`src/hdl/_unused_placeholder_never.sv`:
```
`timescale 1ns/1ps
`default_nettype none
`default_nettype wire

```
`src/common/cwb_pkg.sv`:
```
`default_nettype none
package cwb_pkg;

  // ==========================================================================
  // Word geometry
  localparam int unsigned CWB_WORD_W  = 24;
  localparam int unsigned CWB_NWORDS  = 7;
  localparam int unsigned CWB_IDX_W   = 3;
  localparam int unsigned CWB_HALF_W  = 16;
  localparam int unsigned CWB_CODE_W  = 3;
  localparam int unsigned CWB_NSETS   = 4;

  typedef logic [CWB_WORD_W-1:0] cwb_word_t;
  typedef logic [CWB_IDX_W-1:0]  cwb_idx_t;

  localparam cwb_word_t CWB_ERASED = 24'hffffff;

  // ==========================================================================
  // Word indices in the storage array
  localparam cwb_idx_t CWB_IDX_WIN_LO  = 3'h0;
  localparam cwb_idx_t CWB_IDX_WIN_HI  = 3'h1;
  localparam cwb_idx_t CWB_IDX_CNT_LO  = 3'h2;
  localparam cwb_idx_t CWB_IDX_CNT_HI  = 3'h3;
  localparam cwb_idx_t CWB_IDX_CTRL    = 3'h4;
  localparam cwb_idx_t CWB_IDX_PINOPT  = 3'h5;
  localparam cwb_idx_t CWB_IDX_SHADOW  = 3'h6;
  localparam cwb_idx_t CWB_IDX_LAST    = 3'h6;

  // ==========================================================================
  // Bus byte offsets
  localparam logic [31:0] CWB_OFS_WIN_LO = 32'h00000000;
  localparam logic [31:0] CWB_OFS_WIN_HI = 32'h00000004;
  localparam logic [31:0] CWB_OFS_CNT_LO = 32'h00000008;
  localparam logic [31:0] CWB_OFS_CNT_HI = 32'h0000000c;
  localparam logic [31:0] CWB_OFS_CTRL   = 32'h00000010;
  localparam logic [31:0] CWB_OFS_PINOPT = 32'h00000014;
  localparam logic [31:0] CWB_OFS_SHADOW = 32'h00000018;

  // ==========================================================================
  // Implemented bit masks; other bits read as one
  localparam cwb_word_t CWB_MASK_HALF   = 24'h00ffff;
  localparam cwb_word_t CWB_MASK_CTRL   = 24'h000001;
  localparam cwb_word_t CWB_MASK_PINOPT = 24'h00279c;
  localparam cwb_word_t CWB_MASK_SHADOW = 24'h007777;

  // ==========================================================================
  // Field positions
  localparam int unsigned CWB_BIT_DM_OFF    = 0;
  localparam int unsigned CWB_BIT_SPI2_PIN  = 13;
  localparam int unsigned CWB_BIT_SMB3      = 10;
  localparam int unsigned CWB_BIT_I2C2_ALT  = 4;
  localparam int unsigned CWB_BIT_I2C1_ALT  = 3;
  localparam int unsigned CWB_LSB_SET4      = 12;
  localparam int unsigned CWB_LSB_SET3      = 8;
  localparam int unsigned CWB_LSB_SET2      = 4;
  localparam int unsigned CWB_LSB_SET1      = 0;

  localparam logic [CWB_CODE_W-1:0] CWB_CODE_NONE = 3'h7;
  localparam logic [CWB_CODE_W-1:0] CWB_CODE_STEP = 3'h1;
  localparam logic [CWB_CODE_W-1:0] CWB_LEVEL_NONE = 3'h0;

  // ==========================================================================
  // Types
  typedef enum logic [2:0] {
    CWB_ST_REQ = 3'b001,
    CWB_ST_CAP = 3'b010,
    CWB_ST_RUN = 3'b100
  } cwb_load_e;

  typedef struct packed {
    logic                  assigned;
    logic [CWB_CODE_W-1:0] level;
  } cwb_shadow_s;

  typedef struct packed {
    logic     we;
    cwb_idx_t idx;
    cwb_word_t data;
  } cwb_prog_s;

endpackage : cwb_pkg
`default_nettype wire

```
`src/hdl/cwb_config_bank.sv`:
```
// Functional notes
// RULE1 - Bits program once, erased reads one; bank is read-only at run time.
// RULE2 - Unimplemented bits of every 24-bit word read back as one.
// RULE3 - Window interval bits 15..0 come from low interval word bits 15..0.
// RULE4 - Window interval bits 31..16 come from high interval word bits 15..0.
// RULE5 - Time-out count bits 15..0 come from low count word bits 15..0.
// RULE6 - Time-out count bits 31..16 come from high count word bits 15..0.
// RULE7 - Control word bit 0 one disables the deadman timer, zero enables it.
// RULE8 - Pin option bit 13 one routes second SPI via remappable pins.
// RULE9 - Bit 10 selects new SMBus levels, effective only in SMBus mode.
// RULE10 - Bit 4 one keeps second I2C at default pins, zero alternate.
// RULE11 - Bit 3 one keeps first I2C at default pins, zero alternate.
// RULE12 - Programmer keeps reserved option bits 9..8 zero, bits 7 and 2 one.
// RULE13 - Bits 14..12 map shadow set four to levels 1..7, 111 unassigned.
// RULE14 - Bits 10..8 map shadow set three to levels 1..7, 111 unassigned.
// RULE15 - Bits 6..4 map shadow set two to levels 1..7, 111 unassigned.
// RULE16 - Bits 2..0 map shadow set one to levels 1..7, 111 unassigned.
// RULE17 - Words are loaded after reset before release and held until next reset.
//
// Decided for this implementation: the register offsets and the AHB-Lite register port.
`timescale 1ns/1ps
`default_nettype none
module cwb_config_bank
  import cwb_pkg::*;
(
  input  wire logic          I_CORE_CLK,
  input  wire logic          I_RST_N,
  input  wire logic          I_POR_N,
  // Programmer port
  input  wire logic          I_PROG_WE,
  input  wire logic [2:0]    I_PROG_IDX,
  input  wire logic [23:0]   I_PROG_DATA,
  // SMBus mode from the I2C controller
  input  wire logic          I_SMBUS_MODE_ON,
  // AHB-Lite slave
  input  wire logic          I_HSEL,
  input  wire logic [31:0]   I_HADDR,
  input  wire logic [1:0]    I_HTRANS,
  input  wire logic          I_HWRITE,
  input  wire logic [2:0]    I_HSIZE,
  input  wire logic [31:0]   I_HWDATA,
  input  wire logic          I_HREADY,
  output logic [31:0]        O_HRDATA,
  output logic               O_HREADYOUT,
  output logic               O_HRESP,
  // Configuration outputs
  output logic               O_CFG_VALID,
  output logic [31:0]        O_DEADMAN_WINDOW_INTERVAL,
  output logic [31:0]        O_DEADMAN_COUNT_TIMEOUT,
  output logic               O_DEADMAN_OFF,
  output logic               O_SPI_SECOND_PIN_ROUTE,
  output logic               O_SMBUS_NEW_LEVELS_ON,
  output logic               O_I2C_FIRST_ALT_PINS,
  output logic               O_I2C_SECOND_ALT_PINS,
  output cwb_shadow_s [3:0]  O_SHADOW_SET_LEVEL
);

  // ==========================================================================
  // Helpers
  function automatic cwb_word_t show_word(input cwb_word_t raw, input cwb_word_t mask);
    show_word = (raw & mask) | ~mask;  // [RULE2]
  endfunction : show_word

  cwb_word_t shadow_r [CWB_NWORDS];

  function automatic logic [31:0] read_word(input logic [31:0] addr);
    logic [31:0] data;
    data = 32'h00000000;
    unique case (addr)
      CWB_OFS_WIN_LO: data = {8'h00, show_word(shadow_r[CWB_IDX_WIN_LO], CWB_MASK_HALF)};
      CWB_OFS_WIN_HI: data = {8'h00, show_word(shadow_r[CWB_IDX_WIN_HI], CWB_MASK_HALF)};
      CWB_OFS_CNT_LO: data = {8'h00, show_word(shadow_r[CWB_IDX_CNT_LO], CWB_MASK_HALF)};
      CWB_OFS_CNT_HI: data = {8'h00, show_word(shadow_r[CWB_IDX_CNT_HI], CWB_MASK_HALF)};
      CWB_OFS_CTRL:   data = {8'h00, show_word(shadow_r[CWB_IDX_CTRL], CWB_MASK_CTRL)};
      CWB_OFS_PINOPT: data = {8'h00, show_word(shadow_r[CWB_IDX_PINOPT], CWB_MASK_PINOPT)};
      CWB_OFS_SHADOW: data = {8'h00, show_word(shadow_r[CWB_IDX_SHADOW], CWB_MASK_SHADOW)};
      default:        data = 32'h00000000;
    endcase
    read_word = data;
  endfunction : read_word

  // ==========================================================================
  // Nonvolatile store
  cwb_prog_s prog;
  cwb_idx_t  load_idx_r;
  cwb_word_t store_rd_data;

  assign prog.we   = I_PROG_WE;
  assign prog.idx  = I_PROG_IDX;
  assign prog.data = I_PROG_DATA;

  cwb_otp_store u_store (
    .i_clk     (I_CORE_CLK),
    .i_por_n   (I_POR_N),
    .i_prog    (prog),
    .i_rd_idx  (load_idx_r),
    .o_rd_data (store_rd_data)
  );

  // ==========================================================================
  // Load sequencer: one read then one capture per word
  cwb_load_e state_r;
  cwb_load_e state_nxt;
  cwb_idx_t  load_idx_nxt;

  wire cfg_loaded = (state_r == CWB_ST_RUN);
  wire last_word  = (load_idx_r == CWB_IDX_LAST);
  wire capture    = (state_r == CWB_ST_CAP);

  always_comb begin
    state_nxt    = state_r;
    load_idx_nxt = load_idx_r;
    unique case (state_r)
      CWB_ST_REQ: state_nxt = CWB_ST_CAP;
      CWB_ST_CAP: begin
        if (last_word) begin
          state_nxt = CWB_ST_RUN;
        end else begin
          state_nxt    = CWB_ST_REQ;
          load_idx_nxt = CWB_IDX_W'(load_idx_r + 3'h1);
        end
      end
      CWB_ST_RUN: state_nxt = CWB_ST_RUN;
      default:    state_nxt = CWB_ST_REQ;
    endcase
  end

  always_ff @(posedge I_CORE_CLK) begin
    if (!I_RST_N) begin
      state_r    <= CWB_ST_REQ;  // [RULE17]
      load_idx_r <= CWB_IDX_WIN_LO;
    end else begin
      state_r    <= state_nxt;
      load_idx_r <= load_idx_nxt;
    end
  end

  // Shadow copy only changes while loading, so later programming waits for reset
  always_ff @(posedge I_CORE_CLK) begin
    if (!I_RST_N) begin
      for (int i = 0; i < CWB_NWORDS; i++) begin
        shadow_r[i] <= CWB_ERASED;
      end
    end else if (capture) begin
      shadow_r[load_idx_r] <= store_rd_data;  // [RULE17]
    end
  end

  // ==========================================================================
  // Configuration decode
  wire cwb_word_t win_lo = shadow_r[CWB_IDX_WIN_LO];
  wire cwb_word_t win_hi = shadow_r[CWB_IDX_WIN_HI];
  wire cwb_word_t cnt_lo = shadow_r[CWB_IDX_CNT_LO];
  wire cwb_word_t cnt_hi = shadow_r[CWB_IDX_CNT_HI];
  wire cwb_word_t ctrl   = shadow_r[CWB_IDX_CTRL];
  wire cwb_word_t pinopt = shadow_r[CWB_IDX_PINOPT];
  wire cwb_word_t setmap = shadow_r[CWB_IDX_SHADOW];

  assign O_CFG_VALID               = cfg_loaded;  // [RULE17]
  assign O_DEADMAN_WINDOW_INTERVAL = {win_hi[CWB_HALF_W-1:0],  // [RULE4]
                                      win_lo[CWB_HALF_W-1:0]}; // [RULE3]
  assign O_DEADMAN_COUNT_TIMEOUT   = {cnt_hi[CWB_HALF_W-1:0],  // [RULE6]
                                      cnt_lo[CWB_HALF_W-1:0]}; // [RULE5]
  assign O_DEADMAN_OFF             = ctrl[CWB_BIT_DM_OFF];              // [RULE7]
  assign O_SPI_SECOND_PIN_ROUTE    = pinopt[CWB_BIT_SPI2_PIN];          // [RULE8]
  assign O_SMBUS_NEW_LEVELS_ON     = pinopt[CWB_BIT_SMB3] & I_SMBUS_MODE_ON;  // [RULE9]
  assign O_I2C_SECOND_ALT_PINS     = ~pinopt[CWB_BIT_I2C2_ALT];         // [RULE10]
  assign O_I2C_FIRST_ALT_PINS      = ~pinopt[CWB_BIT_I2C1_ALT];         // [RULE11]

  localparam int unsigned SET_LSB [CWB_NSETS] = '{CWB_LSB_SET1, CWB_LSB_SET2,
                                                 CWB_LSB_SET3, CWB_LSB_SET4};

  for (genvar g = 0; g < CWB_NSETS; g++) begin : g_set
    cwb_level_dec u_dec (
      .i_code (setmap[SET_LSB[g] +: CWB_CODE_W]),  // [RULE13] [RULE14] [RULE15] [RULE16]
      .o_map  (O_SHADOW_SET_LEVEL[g])
    );
  end

  // ==========================================================================
  // AHB-Lite slave; writes are accepted and ignored
  logic        dph_valid_r;
  logic        dph_write_r;
  logic [31:0] dph_addr_r;
  logic        data_ok_r;
  logic [31:0] hrdata_r;

  wire accept  = I_HSEL && I_HTRANS[1] && I_HREADY;
  wire pending = dph_valid_r && !data_ok_r;

  always_ff @(posedge I_CORE_CLK) begin
    if (!I_RST_N) begin
      dph_valid_r <= 1'b0;
      dph_write_r <= 1'b0;
      dph_addr_r  <= 32'h00000000;
      data_ok_r   <= 1'b0;
      hrdata_r    <= 32'h00000000;
    end else if (pending) begin
      // Stalled writes keep returning zero while the load finishes
      data_ok_r <= cfg_loaded;
      hrdata_r  <= dph_write_r ? 32'h00000000 : read_word(dph_addr_r);  // [RULE1]
    end else if (accept) begin
      dph_valid_r <= 1'b1;
      dph_write_r <= I_HWRITE;
      dph_addr_r  <= I_HADDR;
      data_ok_r   <= cfg_loaded;
      hrdata_r    <= I_HWRITE ? 32'h00000000 : read_word(I_HADDR);  // [RULE1]
    end else if (I_HREADY) begin
      dph_valid_r <= 1'b0;
      data_ok_r   <= 1'b0;
    end
  end

  assign O_HREADYOUT = !dph_valid_r || data_ok_r;
  assign O_HRESP     = 1'b0;
  assign O_HRDATA    = hrdata_r;

endmodule : cwb_config_bank
`default_nettype wire

```
`src/hdl/cwb_level_dec.sv`:
```
`timescale 1ns/1ps
`default_nettype none
module cwb_level_dec
  import cwb_pkg::*;
(
  input  wire logic [CWB_CODE_W-1:0] i_code,
  output cwb_shadow_s                o_map
);

  wire                  assigned = (i_code != CWB_CODE_NONE);
  wire [CWB_CODE_W-1:0] level    = CWB_CODE_W'(i_code + CWB_CODE_STEP);

  // Code n selects level n+1, all ones leaves the set free
  assign o_map.assigned = assigned;                               // [RULE13] [RULE14]
  assign o_map.level    = assigned ? level : CWB_LEVEL_NONE;      // [RULE15] [RULE16]

endmodule : cwb_level_dec
`default_nettype wire

```
`src/hdl/cwb_otp_store.sv`:
```
`timescale 1ns/1ps
`default_nettype none
module cwb_otp_store
  import cwb_pkg::*;
(
  input  wire logic      i_clk,
  input  wire logic      i_por_n,
  input  wire cwb_prog_s i_prog,
  input  wire cwb_idx_t  i_rd_idx,
  output cwb_word_t      o_rd_data
);

  cwb_word_t mem_r [CWB_NWORDS];
  cwb_word_t rd_data_r;

  wire prog_ok = i_prog.we && (i_prog.idx <= CWB_IDX_LAST);
  wire rd_ok   = (i_rd_idx <= CWB_IDX_LAST);

  // ==========================================================================
  // Program once: a bit only goes from erased one to zero
  always_ff @(posedge i_clk) begin
    if (!i_por_n) begin
      for (int i = 0; i < CWB_NWORDS; i++) begin
        mem_r[i] <= CWB_ERASED;
      end
    end else if (prog_ok) begin
      mem_r[i_prog.idx] <= mem_r[i_prog.idx] & i_prog.data;  // [RULE1]
    end
  end

  always_ff @(posedge i_clk) begin
    if (!i_por_n) begin
      rd_data_r <= CWB_ERASED;
    end else begin
      rd_data_r <= rd_ok ? mem_r[i_rd_idx] : CWB_ERASED;
    end
  end

  assign o_rd_data = rd_data_r;

endmodule : cwb_otp_store
`default_nettype wire

```
`config.mk`:
```
export PLATFORM = sky130hd
export DESIGN_NAME = cwb_config_bank
export DESIGN_NICKNAME = d
export VERILOG_FILES = /design/src/hdl/_unused_placeholder_never.sv /design/src/common/cwb_pkg.sv /design/src/hdl/cwb_config_bank.sv /design/src/hdl/cwb_level_dec.sv /design/src/hdl/cwb_otp_store.sv
export SDC_FILE = /design/constraint.sdc
export NUM_CORES = 1
export LEC_CHECK = 0
export BUFFER_PORTS_ARGS = -buffer_cell sky130_fd_sc_hd__buf_2
export CAP_MARGIN = 20
export CORE_ASPECT_RATIO = 0.7
export CORE_MARGIN = 4
export CORE_UTILIZATION = 55
export CTS_BUF_LIST = sky130_fd_sc_hd__clkbuf_8
export CTS_CLUSTER_SIZE = 24
export DETAILED_ROUTE_END_ITERATION = 8
export PLACE_DENSITY_LB_ADDON = 0.05
export SLEW_MARGIN = 20
export SYNTH_ARGS = -nofsm -noshare
export SYNTH_HDL_FRONTEND = slang
export SYNTH_SLANG_ARGS = --single-unit
```
`constraint.sdc`:
```
create_clock -name I_CORE_CLK -period 3.8 [get_ports I_CORE_CLK]
set_input_delay 0.19 -clock I_CORE_CLK [delete_from_list [all_inputs] [get_ports I_CORE_CLK]]
set_output_delay 0.19 -clock I_CORE_CLK [all_outputs]
set_load 0.1 [all_outputs]
```
==> summary.md, run 1 <==
• combined area of all synthesized cells: 0.0140 mm²
• DR iter-0 viols: 1,446
• endpoint arrival time on the critical path: 3.41 ns
• Setup Fix Bufs, Post-CTS: 0
• final routed wire length divided by cell count: 22.2 µm
• CTS clk-pin slew, worst paths: 0.07 ns
• Fmax achieved: 346 MHz
• synthesized area per cell: 11.3 µm²
• Final Critical Period: 2.89 ns
• xor-xnor portion of the synthesized cell area: 0.125%
• synthesized-area fraction occupied by ao, oa, aoi and oai cells: 10.1%
• Final Max Slew Viols: 0
• Total Die Area: 0.0281 mm²
• vias in the first global route: 10,600
• placed instance area: 0.0152 mm²
• maximum clock path buffer count: 3
• sum of negative setup slack: 0 ns
• CTS tree: yes
• total instance count after detailed placement: 1,702
• final worst clock skew: 0.0271 ns
• detailed-router iteration count before antenna repair: 6
• post-synthesis adder-cell area fraction: 0.894%
• nature of the critical path endpoint: register
• number of vias after detailed routing: 11,000
• number of cells traversed by the worst register-to-register path: 6
• vertical die dimension: 141 µm
• Main synth FF type: sky130_fd_sc_hd__edfxtp_1
• initial antenna violation count: 0
• RD Place Congestion: 0.872
• multiplexer share of the synthesized area: 14.3%
• Inserted Diodes: 0
• DRC violation count after routing: 0
• startpoint of the most critical setup path: I_HADDR[12]
• sequential cell area fraction in the yosys report: 54.3%
• Via-to-Cell Ratio: 6.00
• total wire length after detailed routing: 40,700 µm
• worst-path maximum fanout: 11
• final standard cell area without fillers: 0.0165 mm²
• number of non-filler instances in the completed layout: 1,833
• starting utilization of the core area: 56.3%
• Max-Cap Viols: 0
• main combinational cell family by area after synthesis: simple AND/OR/NAND/NOR gates
• FP Rows: 48
• Crit Reg-Reg Startpoint: state_r[1]$_SDFF_PN0_
• residual overflow from global routing: 0
• layout cell share with drive strength beyond 1: 25.6%
• share of async-settable or async-resettable flops after synthesis: 0%
• Total Routing Usage GR: 28.4%
• Placeable Area: 0.0249 mm²
• fraction of the mapped netlist area in simple logic gates: 15.7%
• outcome: finished, final reports clean
• CTS buffer count: 44
• CP Data Required Time: 4.32 ns
• first-pass GRT wire length: 61,200 µm
• Register-to-Register Setup Slack: 1.25 ns
• Detailed Place HPWL: 27,000 µm
• worst hold-check path type: in2reg
• post-route clock period utilization: 76.0%
• worst ir drop on vdd: 0.338 mV
• number of enable-type register cells in the synthesized netlist: 185
• Die Wd: 199 µm
• Yosys reg bits: 287
• slew margin rel.: 24.8%
• Clock Latency Late Sink: 0.57 ns
• crit path to: O_HRDATA[13]$_SDFFE_PN0P_
• Top-Level Pins: 224
• worst slew pin tran: 1.12 ns
• largest net degree at the start of global routing: 63
• category of the worst setup path launch point: primary input
• synthesized netlist cell count: 1,243
• synth warn: 0
• Max H-tree Level: 2
• endpoints failing setup: 0
• final hold violation count: 0
• Pwr per Cell Area: 391 mW/mm²
• count of different cell masters after synthesis: 53
• nets: 1,587
• total leakage power: 5.47 nW
• ANT nets after route: 0
• RSZ-0062 raised after global routing: false
• count of clock tree sinks: 287
• end of the worst register-to-register path: shadow_r[0][6]$_SDFFCE_PN1P_
• Area Overhead vs Synth: 18.2%
• # port buffers: 170
• CP Class: in2reg
• cell chosen for the clock root: sky130_fd_sc_hd__clkbuf_8
==> registers in the layout (all words and copies together) (netlist names) <==
| name | flops |
|---|---|
| shadow_r | 85 |
| u_store.mem_r | 128 |
| state_r | 3 |
| u_store.o_rd_data | 16 |
| dph_valid_r | 1 |
| load_idx_r | 3 |
| O_HRDATA | 17 |
| dph_addr_r | 32 |
| data_ok_r | 1 |
| dph_write_r | 1 |
==> worst min path at each step <==
| stage | startpoint | end | slack [ns] | depth (start not counted) |
|---|---|---|---|---|
| after floorplan | I_HADDR[10] | dph_addr_r[10]$_SDFFE_PN0P_ | 0.33 | 2 |
| after global placement | O_HRDATA[14]$_SDFFE_PN0P_ | O_HRDATA[14]$_SDFFE_PN0P_ | 0.44 | 1 |
| after detailed placement | state_r[1]$_SDFF_PN0_ | state_r[1]$_SDFF_PN0_ | 0.45 | 1 |
| after CTS | I_HTRANS[1] | dph_valid_r$_SDFFE_PN0P_ | 0.09 | 4 |
| after global routing | I_HTRANS[1] | dph_valid_r$_SDFFE_PN0P_ | 0.15 | 4 |
| final | I_HTRANS[1] | dph_valid_r$_SDFFE_PN0P_ | 0.11 | 4 |
==> per-layer routing <==
| metal | part of all wire, % | GRT usage [%] | vias to the layer above |
|---|---|---|---|
| met1 | 44 | 43.7 | 5374 |
| li1 | - | - | 4965 |
| met4 | 1.7 | 5.97 | 0 |
| met2 | 43 | 42.2 | 609 |
| met3 | 11 | 6.24 | 59 |
| met5 | 0 | 0 | - |
==> critical path, stage by stage <==
cell,delay [ns]
sky130_fd_sc_hd__dlygate4sd3_1,0.54
sky130_fd_sc_hd__buf_2,0.13
sky130_fd_sc_hd__nor4_1,0.54
sky130_fd_sc_hd__nand2_1,0.56
sky130_fd_sc_hd__nor4_4,0.89
sky130_fd_sc_hd__a222oi_1,0.25
sky130_fd_sc_hd__a31oi_1,0.19
sky130_fd_sc_hd__a211o_1,0.12
==> cells in the final DEF (no fill, tap or decap), types with 7 or more instances in the layout <==
cell type,synthesis,routed
sky130_fd_sc_hd__conb_1,1,25
sky130_fd_sc_hd__nand2b_1,20,20
sky130_fd_sc_hd__inv_1,40,60
sky130_fd_sc_hd__nand2_1,314,314
sky130_fd_sc_hd__buf_4,24,44
sky130_fd_sc_hd__buf_2,10,170
sky130_fd_sc_hd__nor2b_1,16,16
sky130_fd_sc_hd__a21oi_1,42,42
sky130_fd_sc_hd__mux2i_1,24,24
sky130_fd_sc_hd__dfxtp_1,102,100
sky130_fd_sc_hd__clkinv_2,0,7
sky130_fd_sc_hd__a31oi_1,14,14
sky130_fd_sc_hd__edfxtp_1,185,185
sky130_fd_sc_hd__a21boi_0,35,35
sky130_fd_sc_hd__clkbuf_8,0,51
sky130_fd_sc_hd__mux2_2,20,20
sky130_fd_sc_hd__mux4_2,68,68
sky130_fd_sc_hd__a22oi_1,25,25
sky130_fd_sc_hd__a211oi_1,11,11
sky130_fd_sc_hd__ha_1,10,10
sky130_fd_sc_hd__nor2_1,40,39
sky130_fd_sc_hd__nor3_1,10,9
sky130_fd_sc_hd__a211o_1,15,15
sky130_fd_sc_hd__nor4_1,18,17
sky130_fd_sc_hd__nand3_1,27,27
sky130_fd_sc_hd__o21ai_0,25,21
sky130_fd_sc_hd__dlygate4sd3_1,0,50
sky130_fd_sc_hd__o211ai_1,17,17
==> cells by family after synthesis <==
kind of cell,after synthesis
simple gates,480
flops,287
compound gates,207
buf+inv,144
mux,112
fa+ha+maj,10
xor+xnor,2
other cells,1
==> synthesized netlist by cell type (20+ instances only) <==
cell type,count,area (µm²)
sky130_fd_sc_hd__o21ai_0,25,125
sky130_fd_sc_hd__nand3_1,27,135
sky130_fd_sc_hd__a21boi_0,35,263
sky130_fd_sc_hd__a22oi_1,25,188
sky130_fd_sc_hd__mux4_2,68,1530
sky130_fd_sc_hd__mux2i_1,24,240
sky130_fd_sc_hd__a21oi_1,42,210
sky130_fd_sc_hd__mux2_2,20,225
sky130_fd_sc_hd__nand2_1,314,1180
sky130_fd_sc_hd__dfxtp_1,102,2040
sky130_fd_sc_hd__nand2b_1,20,125
sky130_fd_sc_hd__buf_4,24,180
sky130_fd_sc_hd__clkbuf_1,56,210
sky130_fd_sc_hd__edfxtp_1,185,5560
sky130_fd_sc_hd__nor2_1,40,150
sky130_fd_sc_hd__inv_1,40,150
==> where the power goes <==
group | internal, W | switching, W | total [W]
Combinational | 0.000183 | 0.000371 | 0.000555
Clock | 0.00129 | 0.00123 | 0.00252
Sequential | 0.00336 | 0.0000311 | 0.00339
Total | 0.00484 | 0.00163 | 0.00646
==> per-stage QoR <==
step | setup WS (ns) | hold slack [ns] | power [W] | util [%]
3_3_place_gp | 0.982 | 0.442 | 0.00396 | 61.1
5_1_grt | 0.782 | 0.149 | 0.00668 | 66.6
2_1_floorplan | 0.617 | 0.335 | 0.00381 | -
6_report | 0.914 | 0.114 | 0.00646 | 66.6
3_5_place_dp | 0.968 | 0.447 | 0.00397 | 61.1
4_1_cts | 1.02 | 0.0905 | 0.00649 | 66.6
==> area by class of cell <==
cell class              instances  area [µm²]
clock inverters                30         155
clock buffers                  51         702
well taps                     325         407
fillers                      1934        8320
repair buffers                264        1680
multi-input cells             836        5850
inverters                      40         150
flip-flops and latches        287        7600
==> timing repair <==
item | in CTS | in global routing
hold buffers | 50 | 0
resized for setup | 0 | 0
endpoints found under the hold margin | 65 | 0
No activity file was read; power rests on OpenSTA's default activity.
==> run 2, diff against run 1 <==
--- a/config.mk
+++ b/config.mk
@@ -9,7 +9,7 @@
 export CAP_MARGIN = 20
 export CORE_ASPECT_RATIO = 0.7
 export CORE_MARGIN = 4
-export CORE_UTILIZATION = 55
+export CORE_UTILIZATION = 53
 export CTS_BUF_LIST = sky130_fd_sc_hd__clkbuf_8
 export CTS_CLUSTER_SIZE = 24
 export DETAILED_ROUTE_END_ITERATION = 8
==> constraint.sdc (replaced) <==
create_clock -name I_CORE_CLK -period 2.4 [get_ports I_CORE_CLK]
set_input_delay 0.12 -clock I_CORE_CLK [delete_from_list [all_inputs] [get_ports I_CORE_CLK]]
set_output_delay 0.12 -clock I_CORE_CLK [all_outputs]
set_load 0.1 [all_outputs]
==> summary.md, run 2 (synthesized netlist as in run 1, its figures left out) <==
• total leakage power: 5.86 nW, +7.1%
• slowest CP cell: sky130_fd_sc_hd__buf_2
• worst slew pin tran: 0.738 ns, -0.381 ns
• combined buffer and inverter count along the critical path: 1, -1
• leading cell types in the layout, fill and taps excluded: sky130_fd_sc_hd__nand2_1, sky130_fd_sc_hd__edfxtp_1, sky130_fd_sc_hd__buf_2
• total instance count after detailed placement: 1,781, +4.6%
• final routed wire length divided by cell count: 21.9 µm, -1.1%
• vertical die dimension: 144 µm, +1.8%
• largest registers in the final layout: u_store.mem_r x128, shadow_r x85, dph_addr_r x32
• cell chosen for the clock root: sky130_fd_sc_hd__clkbuf_8
• worst ir drop on vdd: 0.436 mV, +29%
• fillers: 1,989, +2.8%
• Top-Level Pins: 224, unchanged
• number of non-filler instances in the completed layout: 1,928, +5.2%
• outcome: finished, final reports clean
• CP Class: reg2out
• list of cells traversed by the critical path: ha_1 > ha_1 > nor2_1 > buf_2
• Max-Cap Viols: 0, unchanged
• Pwr per Cell Area: 604 mW/mm², +55%
• residual overflow from global routing: 0, unchanged
• maximum clock path buffer count: 3, unchanged
• CTS clk-pin slew, worst paths: 0.06 ns, about the same
• DRC violation count after routing: 0, unchanged
• count of clock tree sinks: 287, unchanged
• leading cell type in the layout, fill and taps excluded: sky130_fd_sc_hd__nand2_1
• hold slack: 0.0500 ns, -0.0639 ns
• CP Data Required Time: 2.28 ns, -2.04 ns
• endpoints failing setup: 0, unchanged
• # port buffers: 170, unchanged
• vias in the first global route: 10,800, +1.9%
• register with the highest flop count: u_store.mem_r
• number of instances resized during post-cts repair: 0, unchanged
• Fmax achieved: 441 MHz
• flip-flop count of the largest register after layout: 128, unchanged
• endpoint arrival time on the critical path: 2.15 ns, -1.26 ns
• Placeable Area: 0.0258 mm², +3.8%
• DR iter-0 viols: 1,425, -1.5%
• Clock Latency Late Sink: 0.58 ns, about the same
• Final Critical Period: 2.27 ns
• ANT nets after route: 0, unchanged
• first-pass GRT wire length: 63,600 µm, +3.9%
• Max H-tree Level: 2, unchanged
• Via-to-Cell Ratio: 5.78, -3.7%
• Critical Path Max Stage Delay: 0.48 ns, -0.41 ns
• worst hold-check path type: in2reg
• largest net degree at the start of global routing: 49, -22%
• Die Wd: 202 µm, +1.8%
• cell seen most often among critical-path stages: sky130_fd_sc_hd__ha_1
• starting utilization of the core area: 54.2%, -2.1 points
• post-route clock period utilization: 94.6%
• FP Rows: 49, +2.1%
• delay-heaviest family, CP: adder cells
• Detailed Place HPWL: 28,700 µm, +6.1%
• initial antenna violation count: 0, unchanged
• RSZ-0062 raised after global routing: false
• Total Die Area: 0.0291 mm², +3.6%
• worst-path maximum fanout: 5, -6
• slew margin rel.: 50.8%, +26 points
• nets: 1,650, +4.0%
• detailed-router iteration count before antenna repair: 6, unchanged
• category of the worst setup path launch point: register
• final hold violation count: 0, unchanged
• Final Max Slew Viols: 0, unchanged
• Inserted Diodes: 0, unchanged
• CTS buffer count: 45, +2.3%
• nature of the critical path endpoint: output pin
• Total Routing Usage GR: 28.7%, +0.21 points
• final worst clock skew: 0.0240 ns, -0.00307 ns
• layout cell share with drive strength beyond 1: 27.8%, +2.2 points
• RD Place Congestion: 0.897, +2.9%
• number of vias after detailed routing: 11,100, +1.2%
• CTS tree: yes
• Area Overhead vs Synth: 23.4%
• total wire length after detailed routing: 42,300 µm, +4.0%
==> run 2: changes by cell type in the layout (fill, tap and decap cells not counted), sizes merged <==
cell,delta
dlygate4sd3,+15
clkbuf,+6
inv,+2
buf,+47
bufinv,-1
clkinv,-5
clkinvlp,-1
==> run 2: layout make-up <==
cell class	count	area (µm²)	area share, %
sequential	287	7600	44.0
timing repair buffer	326	2310	13.4
inverter	40	150	0.870
clock inverter	25	109	0.630
clock buffer	57	785	4.54
tap	357	447	2.59
multi-input combinational	836	5870	34.0
==> run 2: timing repair <==
action                                 in CTS  in global routing
setup endpoints to repair                   0                  0
setup buffers                               0                  0
endpoints found under the hold margin     147                  0
hold buffers                               65                  0
==> run 2: worst reg2reg max path, cell delays in order (launching register included) <==
cell and delay, ns:
sky130_fd_sc_hd__dfxtp_1 0.31, sky130_fd_sc_hd__nor2b_1 0.26, sky130_fd_sc_hd__inv_1 0.13, sky130_fd_sc_hd__nand2_1 0.14, sky130_fd_sc_hd__buf_4 0.36, sky130_fd_sc_hd__nand2_1 0.10, sky130_fd_sc_hd__a21boi_0 0.20, sky130_fd_sc_hd__dlygate4sd3_1 0.59
==> run 2: worst paths after layout <==
check | start | end | slack [ns] | depth (start not counted)
worst max register to register | dph_valid_r$_SDFFE_PN0P_ | dph_addr_r[14]$_SDFFE_PN0P_ | 0.25 | 7
worst max-delay path | shadow_r[6][8]$_SDFFE_PN1P_ | O_SHADOW_SET_LEVEL[8] | 0.13 | 4
worst min-delay path | I_HTRANS[1] | dph_valid_r$_SDFFE_PN0P_ | 0.05 | 4
worst min register to register | dph_addr_r[23]$_SDFFE_PN0P_ | dph_addr_r[23]$_SDFFE_PN0P_ | 0.46 | 2
==> run 2: through the flow <==
step	area [µm²]	util, %	TNS, ns	setup slack [ns]	total power, W
floorplan	14100	-	-14.17	-0.443	0.00604
global placement	15700	60.9	0	0.187	0.00632
detailed placement	15700	60.9	0	0.162	0.00634
CTS	17300	66.9	0	0.130	0.0105
global route	17300	66.9	0	0.0436	0.0108
finish	17300	66.9	0	0.130	0.0104
==> run 2: power by group <==
group	internal [W]	leakage [nW]	switching, W
logic	0.000343	3.19	0.000616
clock network	0.00214	0.531	0.00197
registers	0.00531	2.13	0.0000442
total	0.00780	5.86	0.00263
==> run 2: per-layer routing <==
layer	track usage, %	vias up	part of all wire, %
met5	0	-	0
met4	5.78	0	1.4
met3	6.90	53	10
met2	41.8	565	43
met1	44.2	5432	45
li1	-	5094	-
==> run 3, diff against run 2 <==
==> constraint.sdc (replaced) <==
create_clock -name I_CORE_CLK -period 2.4 [get_ports I_CORE_CLK]
set_input_delay 0.12 -clock I_CORE_CLK [delete_from_list [all_inputs] [get_ports I_CORE_CLK]]
set_output_delay 0.12 -clock I_CORE_CLK [all_outputs]
set_load 0.01 [all_outputs]
==> summary.md, run 3 (synthesized netlist as in run 1, its figures left out) <==
• FP Rows: 49, unchanged
• cell seen most often among critical-path stages: sky130_fd_sc_hd__buf_4
• leading cell types in the layout, fill and taps excluded: sky130_fd_sc_hd__nand2_1, sky130_fd_sc_hd__edfxtp_1, sky130_fd_sc_hd__buf_2
• Detailed Place HPWL: 28,500 µm, -0.58%
• number of vias after detailed routing: 11,100, -0.83%
• RD Place Congestion: 0.892, -0.65%
• Final Critical Period: 2.28 ns, +0.0105 ns
• endpoints failing setup: 0, unchanged
• total leakage power: 5.80 nW, -1.0%
• endpoint arrival time on the critical path: 2.82 ns, +0.67 ns
• CP Data Required Time: 2.94 ns, +0.66 ns
• nets: 1,640, -0.61%
• combinational power share: 7.9%, -1.3 points
• register with the highest flop count: u_store.mem_r
• starting utilization of the core area: 54.2%, unchanged
• vias in the first global route: 10,700, -0.77%
• first-pass GRT wire length: 62,700 µm, -1.4%
• DRC violation count after routing: 0, unchanged
• Max H-tree Level: 2, unchanged
• worst slew pin tran: 0.734 ns, -0.00366 ns
• initial antenna violation count: 0, unchanged
• cell chosen for the clock root: sky130_fd_sc_hd__clkbuf_8
• Clock Latency Late Sink: 0.60 ns, +0.02 ns
• list of cells traversed by the critical path: dlygate4sd3_1 > buf_2 > nor4_1 > buf_4 > nand2_1 > buf_4 > nor4_2 > buf_4 > a222oi_1 > a31oi_1 > a211o_1
• relative contribution of sequential cells to total power: 52.9%, +1.5 points
• Die Wd: 202 µm, unchanged
• ANT nets after route: 0, unchanged
• fillers: 2,057, +3.4%
• Inserted Diodes: 0, unchanged
• largest net degree at the start of global routing: 46, -6.1%
• slowest CP cell: sky130_fd_sc_hd__dlygate4sd3_1
• Top-Level Pins: 224, unchanged
• Final Max Slew Viols: 0, unchanged
• Total Routing Usage GR: 28.2%, -0.42 points
• worst hold-check path type: in2reg
• CTS tree: yes
• Setup Fix Bufs, Post-CTS: 0, unchanged
• # port buffers: 170, unchanged
• detailed-router iteration count before antenna repair: 7, +1
• count of clock tree sinks: 287, unchanged
• Via-to-Cell Ratio: 5.76, -0.31%
• final standard cell area without fillers: 0.0171 mm², -0.77%
• residual overflow from global routing: 0, unchanged
• CTS clk-pin slew, worst paths: 0.06 ns, about the same
• leading cell type in the layout, fill and taps excluded: sky130_fd_sc_hd__nand2_1
• switching power share of the total: 24.1%, -1.1 points
• CTS buffer count: 45, unchanged
• total wire length after detailed routing: 41,400 µm, -2.0%
• post-route clock period utilization: 95.0%, +0.44 points
• Area Overhead vs Synth: 22.4%
• Pwr per Cell Area: 591 mW/mm², -2.1%
• placed instance area: 0.0158 mm², +0.21%
• combined area of the multi-input logic cells: 0.00587 mm², about the same
• outcome: finished, final reports clean
• Placeable Area: 0.0258 mm², unchanged
• maximum clock path buffer count: 3, unchanged
• hold slack: 0.0675 ns, +0.0175 ns
• clock share of power: 39.2%, -0.2 points
• final worst clock skew: 0.0343 ns, +0.0102 ns
• net switching power figure: 0.00244 W, -7.1%
• Max-Cap Viols: 0, unchanged
• CP Class: in2reg
• category of the worst setup path launch point: primary input
• DR iter-0 viols: 1,103, -23%
• internal power contribution: 0.00769 W, -1.4%
• largest registers in the final layout: u_store.mem_r x128, shadow_r x85, dph_addr_r x32
• worst ir drop on vdd: 0.476 mV, +9.1%
• Total Die Area: 0.0291 mm², unchanged
• nature of the critical path endpoint: register
• vertical die dimension: 144 µm, unchanged
• final routed wire length divided by cell count: 21.6 µm, -1.5%
• flip-flop count of the largest register after layout: 128, unchanged
• layout cell share with drive strength beyond 1: 27.9%, +0.18 points
• Fmax achieved: 439 MHz, -0.46%
• Critical Path Max Stage Delay: 0.54 ns, +0.06 ns
• final hold violation count: 0, unchanged
• sequential cell area: 0.00760 mm², unchanged
• worst-path maximum fanout: 12, +7
• slew margin rel.: 51.0%, +0.24 points
• RSZ-0062 raised after global routing: false
==> run 3: cell count changes in the layout (fill, tap and decap cells not counted), moves of 2 or more <==
cell,previous run,this run
sky130_fd_sc_hd__buf_4,81,83
sky130_fd_sc_hd__clkbuf_8,57,54
sky130_fd_sc_hd__clkinv_2,1,3
sky130_fd_sc_hd__dlygate4sd3_1,65,52
sky130_fd_sc_hd__inv_1,60,63
==> run 3: cell type report <==
type	count	area share [%]
clock buffer	54	4.34
clock inverter	28	0.664
inverter	40	0.876
multi-input combinational	836	34.2
sequential	287	44.4
tap	357	2.61
timing repair buffer	316	12.9
==> run 3: power by group through the flow <==
stage | Combinational [W] | Clock, W | Sequential, W
6_report | 0.000802 | 0.00397 | 0.00536
3_5_place_dp | 0.000728 | 0 | 0.00546
3_3_place_gp | 0.000719 | 0 | 0.00546
5_1_grt | 0.000869 | 0.00429 | 0.00536
2_1_floorplan | 0.000437 | 0 | 0.00545
4_1_cts | 0.000797 | 0.00403 | 0.00536
==> run 3: through the flow <==
stage                     std cells  util, %  total power, W  TNS [ns]  setup WS (ns)
after floorplan                1267        -         0.00589    -13.57         -0.424
after CTS                      1918     66.4          0.0102         0          0.215
after global placement         1784     61.1         0.00618         0          0.189
final                          1918     66.4          0.0101         0          0.120
after global routing           1918     66.4          0.0105         0         0.0580
after detailed placement       1784     61.1         0.00619         0          0.165
==> run 3: timing repair <==
action	in CTS	in global routing
endpoints found under the hold margin	154	0
gates resized for setup	0	0
hold buffers	52	0
setup endpoints to repair	0	0
==> run 3: worst paths after layout <==
check	slack [ns]	depth (start not counted)	from	end
max	0.12	11	I_HADDR[11]	O_HRDATA[11]$_SDFFE_PN0P_
min	0.07	4	I_HTRANS[1]	dph_valid_r$_SDFFE_PN0P_
max reg2reg	0.38	6	dph_addr_r[4]$_SDFFE_PN0P_	O_HRDATA[12]$_SDFFE_PN0P_
min reg2reg	0.46	2	u_store.o_rd_data[14]$_SDFF_PN1_	shadow_r[6][14]$_SDFFE_PN1P_
==> run 3: worst max-delay path: cells and delay by family <==
family / cells / cell delay (ns)
AOI/OAI and AO/OA: 3 / 0.46
buffers and inverters: 5 / 1.40
and+or+nand+nor: 3 / 0.83
==> run 3: layer usage <==
metal | share of wire [%] | routed length (µm) | vias to the layer above | track usage, %
met5 | 0 | 0 | - | 0
met4 | 1.6 | 648 | 0 | 6.25
met3 | 9.9 | 4090 | 51 | 5.73
met2 | 43 | 17800 | 530 | 41.3
met1 | 46 | 18900 | 5397 | 43.9
li1 | - | - | 5074 | -
